===== src/logic/autoneg_pkg.sv =====
/*
 Constants for the next page register bank: indices, fields, resets.
 Assumes a Wishbone slave with 32-bit data and word indices.
*/
package autoneg_pkg;
  // Register indices; byte address is four times the index.
  localparam logic [5:0] IDX_EXP = 6'h06;
  localparam logic [5:0] IDX_NPTX = 6'h07;
  localparam logic [5:0] IDX_PARTNER = 6'h08;
  localparam logic [5:0] IDX_IRQ_STATUS = 6'h10;
  localparam logic [5:0] IDX_IRQ_CLEAR = 6'h11;
  localparam logic [5:0] IDX_IRQ_ENABLE = 6'h12;
  // Next page word field positions.
  localparam int NP_MORE = 15;
  localparam int NP_MP = 13;
  localparam int NP_COMPLY_ABILITY_FLAG = 12;
  localparam int NP_TOG = 11;
  localparam int CODE_W = 11;
  // Expansion register field positions.
  localparam int EXP_FAULT = 4;
  localparam int EXP_LP_NP = 3;
  localparam int EXP_NP = 2;
  localparam int EXP_PAGE = 1;
  localparam int EXP_LP_AN = 0;
  // Reset values.
  localparam logic [CODE_W-1:0] CODE_RESET = 11'h001;
  localparam logic MP_RESET = 1'b1;
  // Interrupt event bits.
  localparam int IRQ_W = 3;
  localparam int IRQ_PAGE = 0;
  localparam int IRQ_FAULT = 1;
  localparam int IRQ_SENT = 2;
  // Bus answer states, Gray order.
  typedef enum logic [1:0] {
    BUS_IDLE = 2'b00,
    BUS_ACK = 2'b01
  } bus_state_t;
endpackage : autoneg_pkg


===== src/logic/np_link_if.sv =====
/*
 Carrier between the register bank and the next page word tracker.
 Assumes both ends run on the one device clock.
*/
`timescale 1ns/1ps
interface np_link_if;
  logic rx_strobe;        // A partner word arrived.
  logic [15:0] rx_word;   // The partner word.
  logic tx_request;       // Link logic wants the next outgoing word.
  logic [15:0] tx_fields; // Software fields of the outgoing word.
  logic [15:0] tx_word;   // Formed outgoing word.
  logic tx_valid;         // Outgoing word strobe.
  logic [15:0] partner;   // Latched partner word.
  logic tx_toggle;        // Toggle for the next outgoing word.
  modport regs (output rx_strobe, rx_word, tx_request, tx_fields,
    input tx_word, tx_valid, partner, tx_toggle);
  modport tracker (input rx_strobe, rx_word, tx_request, tx_fields,
    output tx_word, tx_valid, partner, tx_toggle);
endinterface : np_link_if


===== src/logic/autoneg_page_registers.sv =====
/*
 Next page and expansion register bank behind a Wishbone slave.
 Assumes link-side strobes are one-cycle pulses, inputs synchronous.
*/
// The Wishbone slave port is this design's own decision.
// Notes on behaviour
// - Reserved bits ignore writes and read zero.
// - Bit 4 follows the parallel detect fault.
// - Bit 3 shows partner next page support.
// - Bit 2 always reads one, never written.
// - Page flag sets on word, clears on read.
// - Bit 0 shows partner autoneg support.
// - Bit 15 asks for more pages, sent out.
// - Bit 13 selects message or unformatted page.
// - Bit 12 comply flag written, then sent.
// - Toggle is inverse of previous word's toggle.
// - Code field resets to null message one.
// - Partner bit 12 shows comply ability.
// - Partner bit 11 shows partner toggle.
// - Partner code captured, reset to zero.
// - Partner bit 15 shows more pages wanted.
`timescale 1ns/1ps
module autoneg_page_registers
  import autoneg_pkg::*;
(
  // Clock and reset.
  input wire logic clk,
  input wire logic reset,
  // Wishbone slave.
  input wire logic wb_cyc_i,
  input wire logic wb_stb_i,
  input wire logic wb_we_i,
  input wire logic [7:0] wb_adr_i,
  input wire logic [3:0] wb_sel_i,
  input wire logic [31:0] wb_dat_i,
  output logic [31:0] wb_dat_o,
  output logic wb_ack_o,
  // Negotiation logic status.
  input wire logic parallel_detect_fault,
  input wire logic partner_next_page_support,
  input wire logic partner_autoneg_support,
  // Received and transmitted pages.
  input wire logic page_rx_strobe,
  input wire logic [15:0] page_rx_word,
  input wire logic tx_word_request,
  output logic [15:0] tx_word,
  output logic tx_word_valid,
  // Interrupt.
  output logic irq
);

  // ****************************************************************
  // Byte lane merge
  // ****************************************************************

  // Merges a write into a 16-bit value by the two low byte enables.
  function automatic logic [15:0] merge16(
    input logic [15:0] old,
    input logic [31:0] data,
    input logic [3:0] sel
  );
    logic [15:0] res;
    res = old;
    if (sel[0]) begin
      res[7:0] = data[7:0];
    end
    if (sel[1]) begin
      res[15:8] = data[15:8];
    end
    return res;
  endfunction : merge16

  // ****************************************************************
  // Storage
  // ****************************************************************

  bus_state_t state; // Bus answer state.
  bus_state_t next_state; // Next bus answer state.
  logic more_pages_flag; // Request for a further next page.
  logic message_page_select; // Message versus unformatted.
  logic comply_ability_flag; // Local will comply.
  logic [CODE_W-1:0] tx_code; // Outgoing code field.
  logic page_received; // Sticky page flag, clear on read.
  logic fault_q; // Last fault level, for edge detect.
  logic [IRQ_W-1:0] irq_status; // Sticky interrupt events.
  logic [IRQ_W-1:0] irq_enable; // Interrupt enables.

  np_link_if link();

  np_word_tracker u_tracker (
    .clk(clk),
    .reset(reset),
    .link(link)
  );

  // ****************************************************************
  // Decode
  // ****************************************************************

  wire [5:0] idx = wb_adr_i[7:2];
  // A request is taken only in idle, on the edge where ack rises.
  wire take = wb_cyc_i && wb_stb_i && (state == BUS_IDLE);
  wire wr = take && wb_we_i;
  wire rd = take && !wb_we_i;
  wire wr_nptx = wr && (idx == IDX_NPTX);
  wire wr_clear = wr && (idx == IDX_IRQ_CLEAR);
  wire wr_enable = wr && (idx == IDX_IRQ_ENABLE);
  wire rd_exp = rd && (idx == IDX_EXP);
  wire transmit_toggle_bit = link.tx_toggle;

  // Expansion value; upper bits are constant zero.
  wire [15:0] exp_value = {11'h000,
    parallel_detect_fault,
    partner_next_page_support,
    1'b1,
    page_received,
    partner_autoneg_support};

  // Transmit register view; bit 14 is held at zero.
  wire [15:0] nptx_value = {more_pages_flag, 1'b0,
    message_page_select, comply_ability_flag,
    transmit_toggle_bit, tx_code};

  // Read mux; unmapped indices read as zero.
  wire [15:0] rd_value =
    (idx == IDX_EXP) ? exp_value :
    (idx == IDX_NPTX) ? nptx_value :
    (idx == IDX_PARTNER) ? link.partner :
    (idx == IDX_IRQ_STATUS) ? {13'h0, irq_status} :
    (idx == IDX_IRQ_ENABLE) ? {13'h0, irq_enable} :
    16'h0000;

  // Merged write for the transmit register.
  wire [15:0] nptx_wr = merge16(nptx_value, wb_dat_i, wb_sel_i);
  // Merged write for the enable register.
  wire [15:0] en_wr = merge16({13'h0, irq_enable},
    wb_dat_i, wb_sel_i);
  // Merged write-one-to-clear mask.
  wire [15:0] clr_wr = merge16(16'h0000, wb_dat_i, wb_sel_i);

  // Interrupt events this cycle.
  wire [IRQ_W-1:0] irq_event = {tx_word_request,
    parallel_detect_fault && !fault_q, page_rx_strobe};
  wire [IRQ_W-1:0] irq_clr = wr_clear ? clr_wr[IRQ_W-1:0] :
    {IRQ_W{1'b0}};
  // Set wins over a clear in the same cycle.
  wire [IRQ_W-1:0] next_irq_status =
    (irq_status & ~irq_clr) | irq_event;
  wire [IRQ_W-1:0] next_irq_enable = wr_enable ?
    en_wr[IRQ_W-1:0] : irq_enable;

  // A word arriving during the clearing read is kept.
  wire next_page_received = page_rx_strobe ||
    (page_received && !rd_exp);

  assign next_state = take ? BUS_ACK : BUS_IDLE;

  // Feed the tracker.
  assign link.rx_strobe = page_rx_strobe;
  assign link.rx_word = page_rx_word;
  assign link.tx_request = tx_word_request;
  assign link.tx_fields = nptx_value;

  // ****************************************************************
  // Bus answer
  // ****************************************************************

  // Ack comes one cycle after the request, then drops for one cycle,
  // so a request dropped once ack is sampled is taken only once; one held longer is taken again.
  always_ff @(posedge clk or posedge reset) begin
    if (reset) begin
      state <= BUS_IDLE;
      wb_ack_o <= 1'b0;
      wb_dat_o <= 32'h00000000;
    end else begin
      state <= next_state;
      wb_ack_o <= take;
      if (rd) begin
        wb_dat_o <= {16'h0000, rd_value};
      end
    end
  end

  // ****************************************************************
  // Transmit next page register
  // ****************************************************************

  // Software fields; the toggle and bit 14 are not writable.
  always_ff @(posedge clk or posedge reset) begin
    if (reset) begin
      more_pages_flag <= 1'b0;
      message_page_select <= MP_RESET;
      comply_ability_flag <= 1'b0;
      tx_code <= CODE_RESET;
    end else if (wr_nptx) begin
      more_pages_flag <= nptx_wr[NP_MORE];
      message_page_select <= nptx_wr[NP_MP];
      comply_ability_flag <= nptx_wr[NP_COMPLY_ABILITY_FLAG];
      tx_code <= nptx_wr[CODE_W-1:0];
    end
  end

  // ****************************************************************
  // Status flags and interrupt
  // ****************************************************************

  // Page flag, fault history and interrupt state.
  always_ff @(posedge clk or posedge reset) begin
    if (reset) begin
      page_received <= 1'b0;
      fault_q <= 1'b0;
      irq_status <= {IRQ_W{1'b0}};
      irq_enable <= {IRQ_W{1'b0}};
      irq <= 1'b0;
    end else begin
      page_received <= next_page_received;
      fault_q <= parallel_detect_fault;
      irq_status <= next_irq_status;
      irq_enable <= next_irq_enable;
      irq <= |(next_irq_status & next_irq_enable);
    end
  end

  // Outgoing word comes from tracker flip-flops.
  assign tx_word = link.tx_word;
  assign tx_word_valid = link.tx_valid;

  // ****************************************************************
  // Checks
  // ****************************************************************

  property p_exp_reserved;
    @(posedge clk) disable iff (reset)
      rd_exp |=> wb_ack_o && wb_dat_o[31:5] == 27'h0;
  endproperty
  a_exp_reserved: assert property (p_exp_reserved)
    else $error("expansion reserved bits not zero");

  property p_exp_fault;
    @(posedge clk) disable iff (reset)
      rd_exp |=> wb_dat_o[EXP_FAULT] == $past(parallel_detect_fault);
  endproperty
  a_exp_fault: assert property (p_exp_fault)
    else $error("fault bit wrong");

  property p_exp_abilities;
    @(posedge clk) disable iff (reset)
      rd_exp |=> wb_dat_o[EXP_LP_NP] == $past(partner_next_page_support)
        && wb_dat_o[EXP_LP_AN] == $past(partner_autoneg_support);
  endproperty
  a_exp_abilities: assert property (p_exp_abilities)
    else $error("partner ability bits wrong");

  property p_exp_local_next_page_support;
    @(posedge clk) disable iff (reset)
      rd_exp |=> wb_dat_o[EXP_NP];
  endproperty
  a_exp_local_next_page_support: assert property (p_exp_local_next_page_support)
    else $error("local next page bit not one");

  property p_page_set;
    @(posedge clk) disable iff (reset)
      page_rx_strobe |=> page_received;
  endproperty
  a_page_set: assert property (p_page_set)
    else $error("page flag not set");

  property p_page_cor;
    @(posedge clk) disable iff (reset)
      rd_exp && !page_rx_strobe |=> !page_received;
  endproperty
  a_page_cor: assert property (p_page_cor)
    else $error("page flag not cleared by read");

  property p_tx_fields;
    @(posedge clk) disable iff (reset)
      tx_word_request |=> tx_word_valid
        && tx_word[NP_MORE] == $past(more_pages_flag)
        && tx_word[NP_COMPLY_ABILITY_FLAG] == $past(comply_ability_flag)
        && tx_word[NP_MP] == $past(message_page_select);
  endproperty
  a_tx_fields: assert property (p_tx_fields)
    else $error("outgoing word fields wrong");

  property p_code_reset;
    @(posedge clk) disable iff (reset)
      $past(reset) |-> tx_code == CODE_RESET && message_page_select;
  endproperty
  a_code_reset: assert property (p_code_reset)
    else $error("transmit register reset value wrong");

  property p_partner_read;
    @(posedge clk) disable iff (reset)
      rd && idx == IDX_PARTNER |=>
        wb_dat_o[15:0] == $past(link.partner);
  endproperty
  a_partner_read: assert property (p_partner_read)
    else $error("partner register read wrong");

  property p_irq_level;
    @(posedge clk) disable iff (reset)
      irq == |(irq_status & irq_enable);
  endproperty
  a_irq_level: assert property (p_irq_level)
    else $error("interrupt level mismatch");

  property p_ack_pulse;
    @(posedge clk) disable iff (reset)
      take |=> wb_ack_o ##1 !wb_ack_o;
  endproperty
  a_ack_pulse: assert property (p_ack_pulse)
    else $error("bus ack not a one-cycle pulse");

  property p_nptx_reserved;
    @(posedge clk) disable iff (reset)
      rd && idx == IDX_NPTX |=>
        wb_dat_o[NP_MORE-1] == 1'b0 && wb_dat_o[31:16] == 16'h0000;
  endproperty
  a_nptx_reserved: assert property (p_nptx_reserved)
    else $error("transmit reserved bit not zero");

  property p_nptx_read;
    @(posedge clk) disable iff (reset)
      rd && idx == IDX_NPTX |=>
        wb_dat_o[NP_TOG] == $past(link.tx_toggle)
        && wb_dat_o[CODE_W-1:0] == $past(tx_code);
  endproperty
  a_nptx_read: assert property (p_nptx_read)
    else $error("transmit register read wrong");

  property p_fault_event;
    @(posedge clk) disable iff (reset)
      parallel_detect_fault && !fault_q |=> irq_status[IRQ_FAULT];
  endproperty
  a_fault_event: assert property (p_fault_event)
    else $error("fault event not latched");

  property p_page_event;
    @(posedge clk) disable iff (reset)
      page_rx_strobe |=> irq_status[IRQ_PAGE];
  endproperty
  a_page_event: assert property (p_page_event)
    else $error("page event not latched");

  property p_valid_pulse;
    @(posedge clk) disable iff (reset)
      !tx_word_request |=> !tx_word_valid;
  endproperty
  a_valid_pulse: assert property (p_valid_pulse)
    else $error("outgoing word strobe without request");
endmodule : autoneg_page_registers


===== src/logic/np_word_tracker.sv =====
/*
 Latches the partner next page word and forms outgoing words.
 Assumes strobes are one-cycle pulses synchronous to clk.
*/
`timescale 1ns/1ps
module np_word_tracker
  import autoneg_pkg::*;
(
  // Clock and reset.
  input wire logic clk,
  input wire logic reset,
  // Link to the register bank.
  np_link_if.tracker link
);
  logic [15:0] partner;
  logic toggle;
  logic [15:0] word;
  logic valid;
  assign link.partner = partner;
  assign link.tx_toggle = toggle;
  assign link.tx_word = word;
  assign link.tx_valid = valid;

  // Capture partner words; form and send outgoing words.
  always_ff @(posedge clk or posedge reset) begin
    if (reset) begin
      partner <= 16'h0000;
      toggle <= 1'b0;
      word <= 16'h0000;
      valid <= 1'b0;
    end else begin
      valid <= link.tx_request;
      if (link.rx_strobe) begin
        partner <= link.rx_word;
      end
      if (link.tx_request) begin
        word <= {link.tx_fields[15:12], toggle,
          link.tx_fields[CODE_W-1:0]};
        toggle <= ~toggle;
      end
    end
  end

  property p_toggle_flip;
    @(posedge clk) disable iff (reset)
      link.tx_request |=> link.tx_toggle != word[NP_TOG];
  endproperty
  a_toggle_flip: assert property (p_toggle_flip)
    else $error("toggle not inverted after send");

  property p_partner_capture;
    @(posedge clk) disable iff (reset)
      link.rx_strobe |=> partner == $past(link.rx_word);
  endproperty
  a_partner_capture: assert property (p_partner_capture)
    else $error("partner word not captured");
endmodule : np_word_tracker


===== config.mk =====
export PLATFORM = sky130hd
export DESIGN_NAME = autoneg_page_registers
export DESIGN_NICKNAME = d
export VERILOG_FILES = /design/src/logic/autoneg_pkg.sv /design/src/logic/np_link_if.sv /design/src/logic/autoneg_page_registers.sv /design/src/logic/np_word_tracker.sv
export SDC_FILE = /design/constraint.sdc
export NUM_CORES = 1
export LEC_CHECK = 0
export BUFFER_PORTS_ARGS = -buffer_cell sky130_fd_sc_hd__buf_2
export CORE_ASPECT_RATIO = 0.6
export CORE_MARGIN = 2
export CORE_UTILIZATION = 49
export CTS_CLUSTER_SIZE = 28
export DETAILED_ROUTE_END_ITERATION = 16
export HOLD_SLACK_MARGIN = 0.03
export PLACE_DENSITY = 0.77
export SLEW_MARGIN = 40
export SYNTH_ARGS = -nofsm -noshare
export SYNTH_HDL_FRONTEND = slang
export SYNTH_SLANG_ARGS = --single-unit

===== constraint.sdc =====
create_clock -name clk -period 3 [get_ports clk]
set_input_delay 0.6 -clock clk [delete_from_list [all_inputs] [get_ports clk]]
set_output_delay 0.6 -clock clk [all_outputs]
set_load 0.01 [all_outputs]

# Word level (Yosys, flattened, before mapping)
# Index checks and enable logic that the tools add are counted.
[totals]
ff_bits = 74
latch_bits = 0
mem_bits_rw = 0
rom_bits = 0
input_bits = 70
out_inout_bits = 51
elab_cells = 56
memories = 0
[op_classes]
n_addsub = 0
multipliers = 0
div_mod_pow = 0
order_cmp = 0
eq_ne = 6
shift = 0
mux = 10
n_bitwise = 5
reduce_logical = 18
[op_table]
columns = ["operator", "count"]
rows = [
  ["two-way mux 16 bit", 3],
  ["equality test 6 x 5 -> 1 bit (second input constant)", 3],
  ["two-way mux 3 bit", 6],
  ["equality test 6 x 3 -> 1 bit (second input constant)", 2],
  ["logical AND 1 bit", 10],
  ["bitwise AND 3 bit", 2],
  ["equality test 6 x 4 -> 1 bit (second input constant)", 1],
  ["AND reduction 2 bit", 2],
  ["zero test 1 bit", 3],
  ["NOT 3 bit", 1],
  ["OR 3 bit", 1],
  ["OR reduction 3 bit", 1],
  ["zero test 2 bit", 1],
  ["logical OR 1 bit", 1],
  ["two-way mux 1 bit", 1],
  ["NOT 1 bit", 1],
]

# Longest topological paths before layout
[depth]
ltp_word = 10
ltp_mapped = 7
depth_no_buf = 6

# Hierarchy
# Synthesis repeated with hierarchy kept, for this count alone.
[hier_totals]
cells_unflattened = 247
area_unflattened_um2 = 3311.9
[by_module_without_submodules]
columns = ["module", "instances", "cells_per_inst", "area_each_um2", "seq_area_each_um2"]
rows = [
  ["autoneg_page_registers", 1, 175, 1954.4, 1003.5],
  ["np_word_tracker", 1, 72, 1357.6, 850.8],
]

# Worst setup path before layout
# No wires, ideal clock.
[synth_timing]
path_kind = "input to register"
start = "input wb_adr_i[3]"
end = "register comply_ability_flag"
arrival_ns = 1.800
slack_ns = 1.075
path_stages = 7
n_path_buf = 3
path_cell_list = "buf_6 > and3b_4 > and3_4 > buf_6 > and4_4 > buf_6 > mux2_4"
[synth_between]
elab_chain_cells = 3
[synth_lines]
columns = ["element", "line_no", "source"]
rows = [
  ["from (decl)", "autoneg_page_registers.sv:33", "input wire logic [7:0] wb_adr_i,"],
  ["equality test 6 x 3 -> 1 bit", "autoneg_page_registers.sv:105", "wire wr_nptx = wr && (idx == IDX_NPTX);"],
  ["logical AND 1 bit", "autoneg_page_registers.sv:105", ""],
  ["AND reduction 2 bit (no line)", "n/a", ""],
  ["to (signal assigned)", "autoneg_page_registers.sv:198", "comply_ability_flag <= nptx_wr[NP_COMPLY_ABILITY_FLAG];"],
  ["to (decl)", "autoneg_page_registers.sv:81", "logic comply_ability_flag;"],
]
# Every way passes these cells.
# A chain may end at the register's enable or synchronous reset.

# Final worst setup path
[layout_timing]
start = "input wb_adr_i[5]"
end = "register tx_code[4]"
[layout_between]
elab_chain_cells = 3
[layout_lines]
columns = ["element", "line_no", "source"]
rows = [
  ["equality test 6 x 3 -> 1 bit", "autoneg_page_registers.sv:105", ""],
  ["logical AND 1 bit", "autoneg_page_registers.sv:105", ""],
  ["AND reduction 2 bit (no line)", "n/a", ""],
  ["to (signal assigned)", "autoneg_page_registers.sv:199", "tx_code <= nptx_wr[CODE_W-1:0];"],
  ["to (decl)", "autoneg_page_registers.sv:82", "logic [CODE_W-1:0] tx_code;"],
]
# Every way passes these cells.

==> impl_results.md <==
* Critical Path RT at ~3200 ps
* Setup ws final at around 960 ps
* Post-route DRC at 0
* GPL Wtd Cong at 0.764
* Register bit total from synthesis at 73
* Sw frac at between 20% and 30%
* RSZ-0062 raised after global routing: false
* Clock Path Buffers at 2
* Largest family of logic cells by synthesized area: multiplexers
* Worst-path clk slew at around 80 ps
* Comb pwr share at between 10% and 20%
* Avg Cell Area, Syn at between 10 and 15 µm²
* Worst hold margin at 321 ps
* Post-route ant nets at 0
* Drt via density at 5.16
* Placed instance area at 3630 µm²
* Kind of critical path: input port to flop
* Skew-Pair Late Insertion Delay at around 340 ps
* CTS tree: done
* Width of the die at 109 µm
* Simple-Gate Fraction of Synth Area at under 10%
* Main flop type after synthesis: dfrtp_1
* Worst-Margin Slew at about 580 ps
* Worst endpoint data arrival time at 2260 ps
* Endpoint type of the worst setup path: flop
* # resized after CTS at 0
* Number of synthesized flops with an enable pin at 0
* Finished Layout Cells at around 420
* First-pass GRT wire length at between 10 and 15 mm
* Peak Freq at 490 MHz
* Clock Sinks at 73
* Multiplexer share of the synthesized area at a little under 20%
* Routed WL at ~7 mm
* Setup TNS at 0 ps
* Post-synthesis adder-cell area fraction at 0%
* CTS HTree Levels at 3
* Initial DRC count at 115
* Asr flop ratio synth at 100%
* Final Hold Vio Count at 0
* Synth Area in XOR/XNOR at less than 1%
* Syn-to-layout area delta at 19.1%
* Sequential share of power at slightly below 50%
* Starting Density at around half
* Slew headroom at between 60% and 70%
* Row count at 22
* Dominant cells by area after synthesis: dfrtp_1 55%, mux2_2 11%, mux2_4 6.9%, buf_4 3.9%, a22oi_1 2.3%
* Seq/Total Area, Yosys at 56.3%
* CTS Buf Count at 9
* Routed length per placed instance at between 15 and 20 µm
* CTS Root Cell: clkbuf_8
* Cells after Synth at between 200 and 250
* Min-Delay Path Class: input port to async pin
* Vias in the first global route at 2027
* Clock share of power at between 30% and 40%
* Yosys top cell area share at 54.7%
* Max Fanout on Critical Path at 15
* Placed Instances at 399
* Die H at between 60 and 70 µm
* Post-layout util at 61.9%
* GRT Total Usage at about a fifth
* Synth Area in Compound Gates at under 10%
* Core area at 6250 µm²
* Most frequent cells in the layout: 81 x buf_2, 71 x dfrtp_1, 33 x mux2_2, 17 x conb_1
* Synth warnings at 0
* Max-slew violation count at 0
* Final nets at around 400
* Largest net degree at the start of global routing at between 70 and 80
* CP startpoint kind: input port
* Pint at 1.70 mW
* Clk_skew at between 10 and 15 ps
* Status: completed
* First drt pass iteration count at 4
* Pwr Density at between 500 and 600 nW/µm²
* Initial antenna violation count at 0
* Max Cap Viol at 0
* Share of layout cells above drive strength 1 at a little under half
* Leading cell type in the layout, fill and taps excluded: buf_2
* GRT overflow at 0
* Total power at 2.24 mW
* Port buffer count at roughly 80
* Final Setup Violations at 0
* Netlist Area Pre-Place at roughly 3200 µm²
* Synth cell types at 42
* Postcts setup bufs at 0
* Final min period at 2040 ps
* VDD IR max at between 0.2 and 0.3 mV
* DP HPWL at approximately 4.9 mm
* Synth area leader: dfrtp_1
* LEAKAGE at between 1.5 and 2 nW
* Via Count at 2147
* Hold-fix buffers at CTS at 0
* Fin area at approximately 3900 µm²
* Tcrit/Tclk final at 68.0%
* Top Ports at 121
* Sw Pwr at 0.542 mW
* Pre-CTS WS at 611 ps
* Full die area at between 7000 and 8000 µm²
-- flip-flops by register name (all words and copies together), names as in the netlist, 3 cells and up --
name                    flops
u_tracker.link.partner     16
u_tracker.link.tx_word     15
irq_status                  3
wb_dat_o                   16
irq_enable                  3
tx_code                    11
-- worst paths after layout --
path | start | to | slack [ps] | cells after the start
worst min-delay path | reset | u_tracker.link.tx_word[13] | 320 | 3
min in group clk | parallel_detect_fault | fault_q | 390 | 1
worst max-delay path | wb_adr_i[5] | tx_code[4] | 960 | 5
max in group asynchronous | reset | tx_code[0] | 2330 | 3
worst min register to register | page_received | page_received | 480 | 1
worst max register to register | state[0] | tx_code[4] | 1320 | 4
-- kinds of logic after synthesis --
kind of cell,after synthesis
flip-flops,73
multiplexers,52
AO/OA/AOI/OAI,46
AND/OR/NAND/NOR,41
buffers and inverters,33
XOR/XNOR,1
other,1
-- synth_stat cells (3+ instances only) --
cell,number
a21o_1,3
a21oi_1,14
a22oi_1,10
buf_2,3
buf_4,17
buf_6,4
clkbuf_1,6
dfrtp_1,71
mux2_2,33
mux2_4,15
mux2i_1,4
nand2_1,6
nor2_1,16
nor2b_1,4
o21ai_0,10
-- critical path, stage by stage --
cell and delay, ps:
buf_2 120, and3b_4 300, and3_4 310, and3_1 560, mux2_4 350
-- power by group through the flow --
stage	Clock, mW	Combinational, mW	Sequential [mW]
3_5_place_dp	0	0.267	1.13
3_3_place_gp	0	0.260	1.13
5_1_grt	0.931	0.293	1.12
2_1_floorplan	0	0.147	1.14
4_1_cts	0.884	0.268	1.11
6_report	0.866	0.264	1.11
-- final cells by class --
| cell class | count | area (µm²) |
|---|---|---|
| Antenna cell | 1 | 2.50 |
| Clock buffer | 12 | 155 |
| Clock inverter | 4 | 75.1 |
| Fill cell | 511 | 2380 |
| Inverter | 2 | 7.51 |
| Multi-Input combinational cell | 157 | 1260 |
| Sequential cell | 73 | 1830 |
| Tap cell | 84 | 105 |
| Timing Repair Buffer | 83 | 433 |
-- per-layer routing --
metal | global-route usage, % | vias up | part of all wire, %
met5 | 0 | - | 0
met4 | 2.88 | 0 | 0.32
met3 | 9.49 | 5 | 9.2
met2 | 27.6 | 84 | 41
met1 | 28.3 | 1051 | 50
li1 | - | 1007 | -
Note: power is estimated with default switching activity, not from simulation.
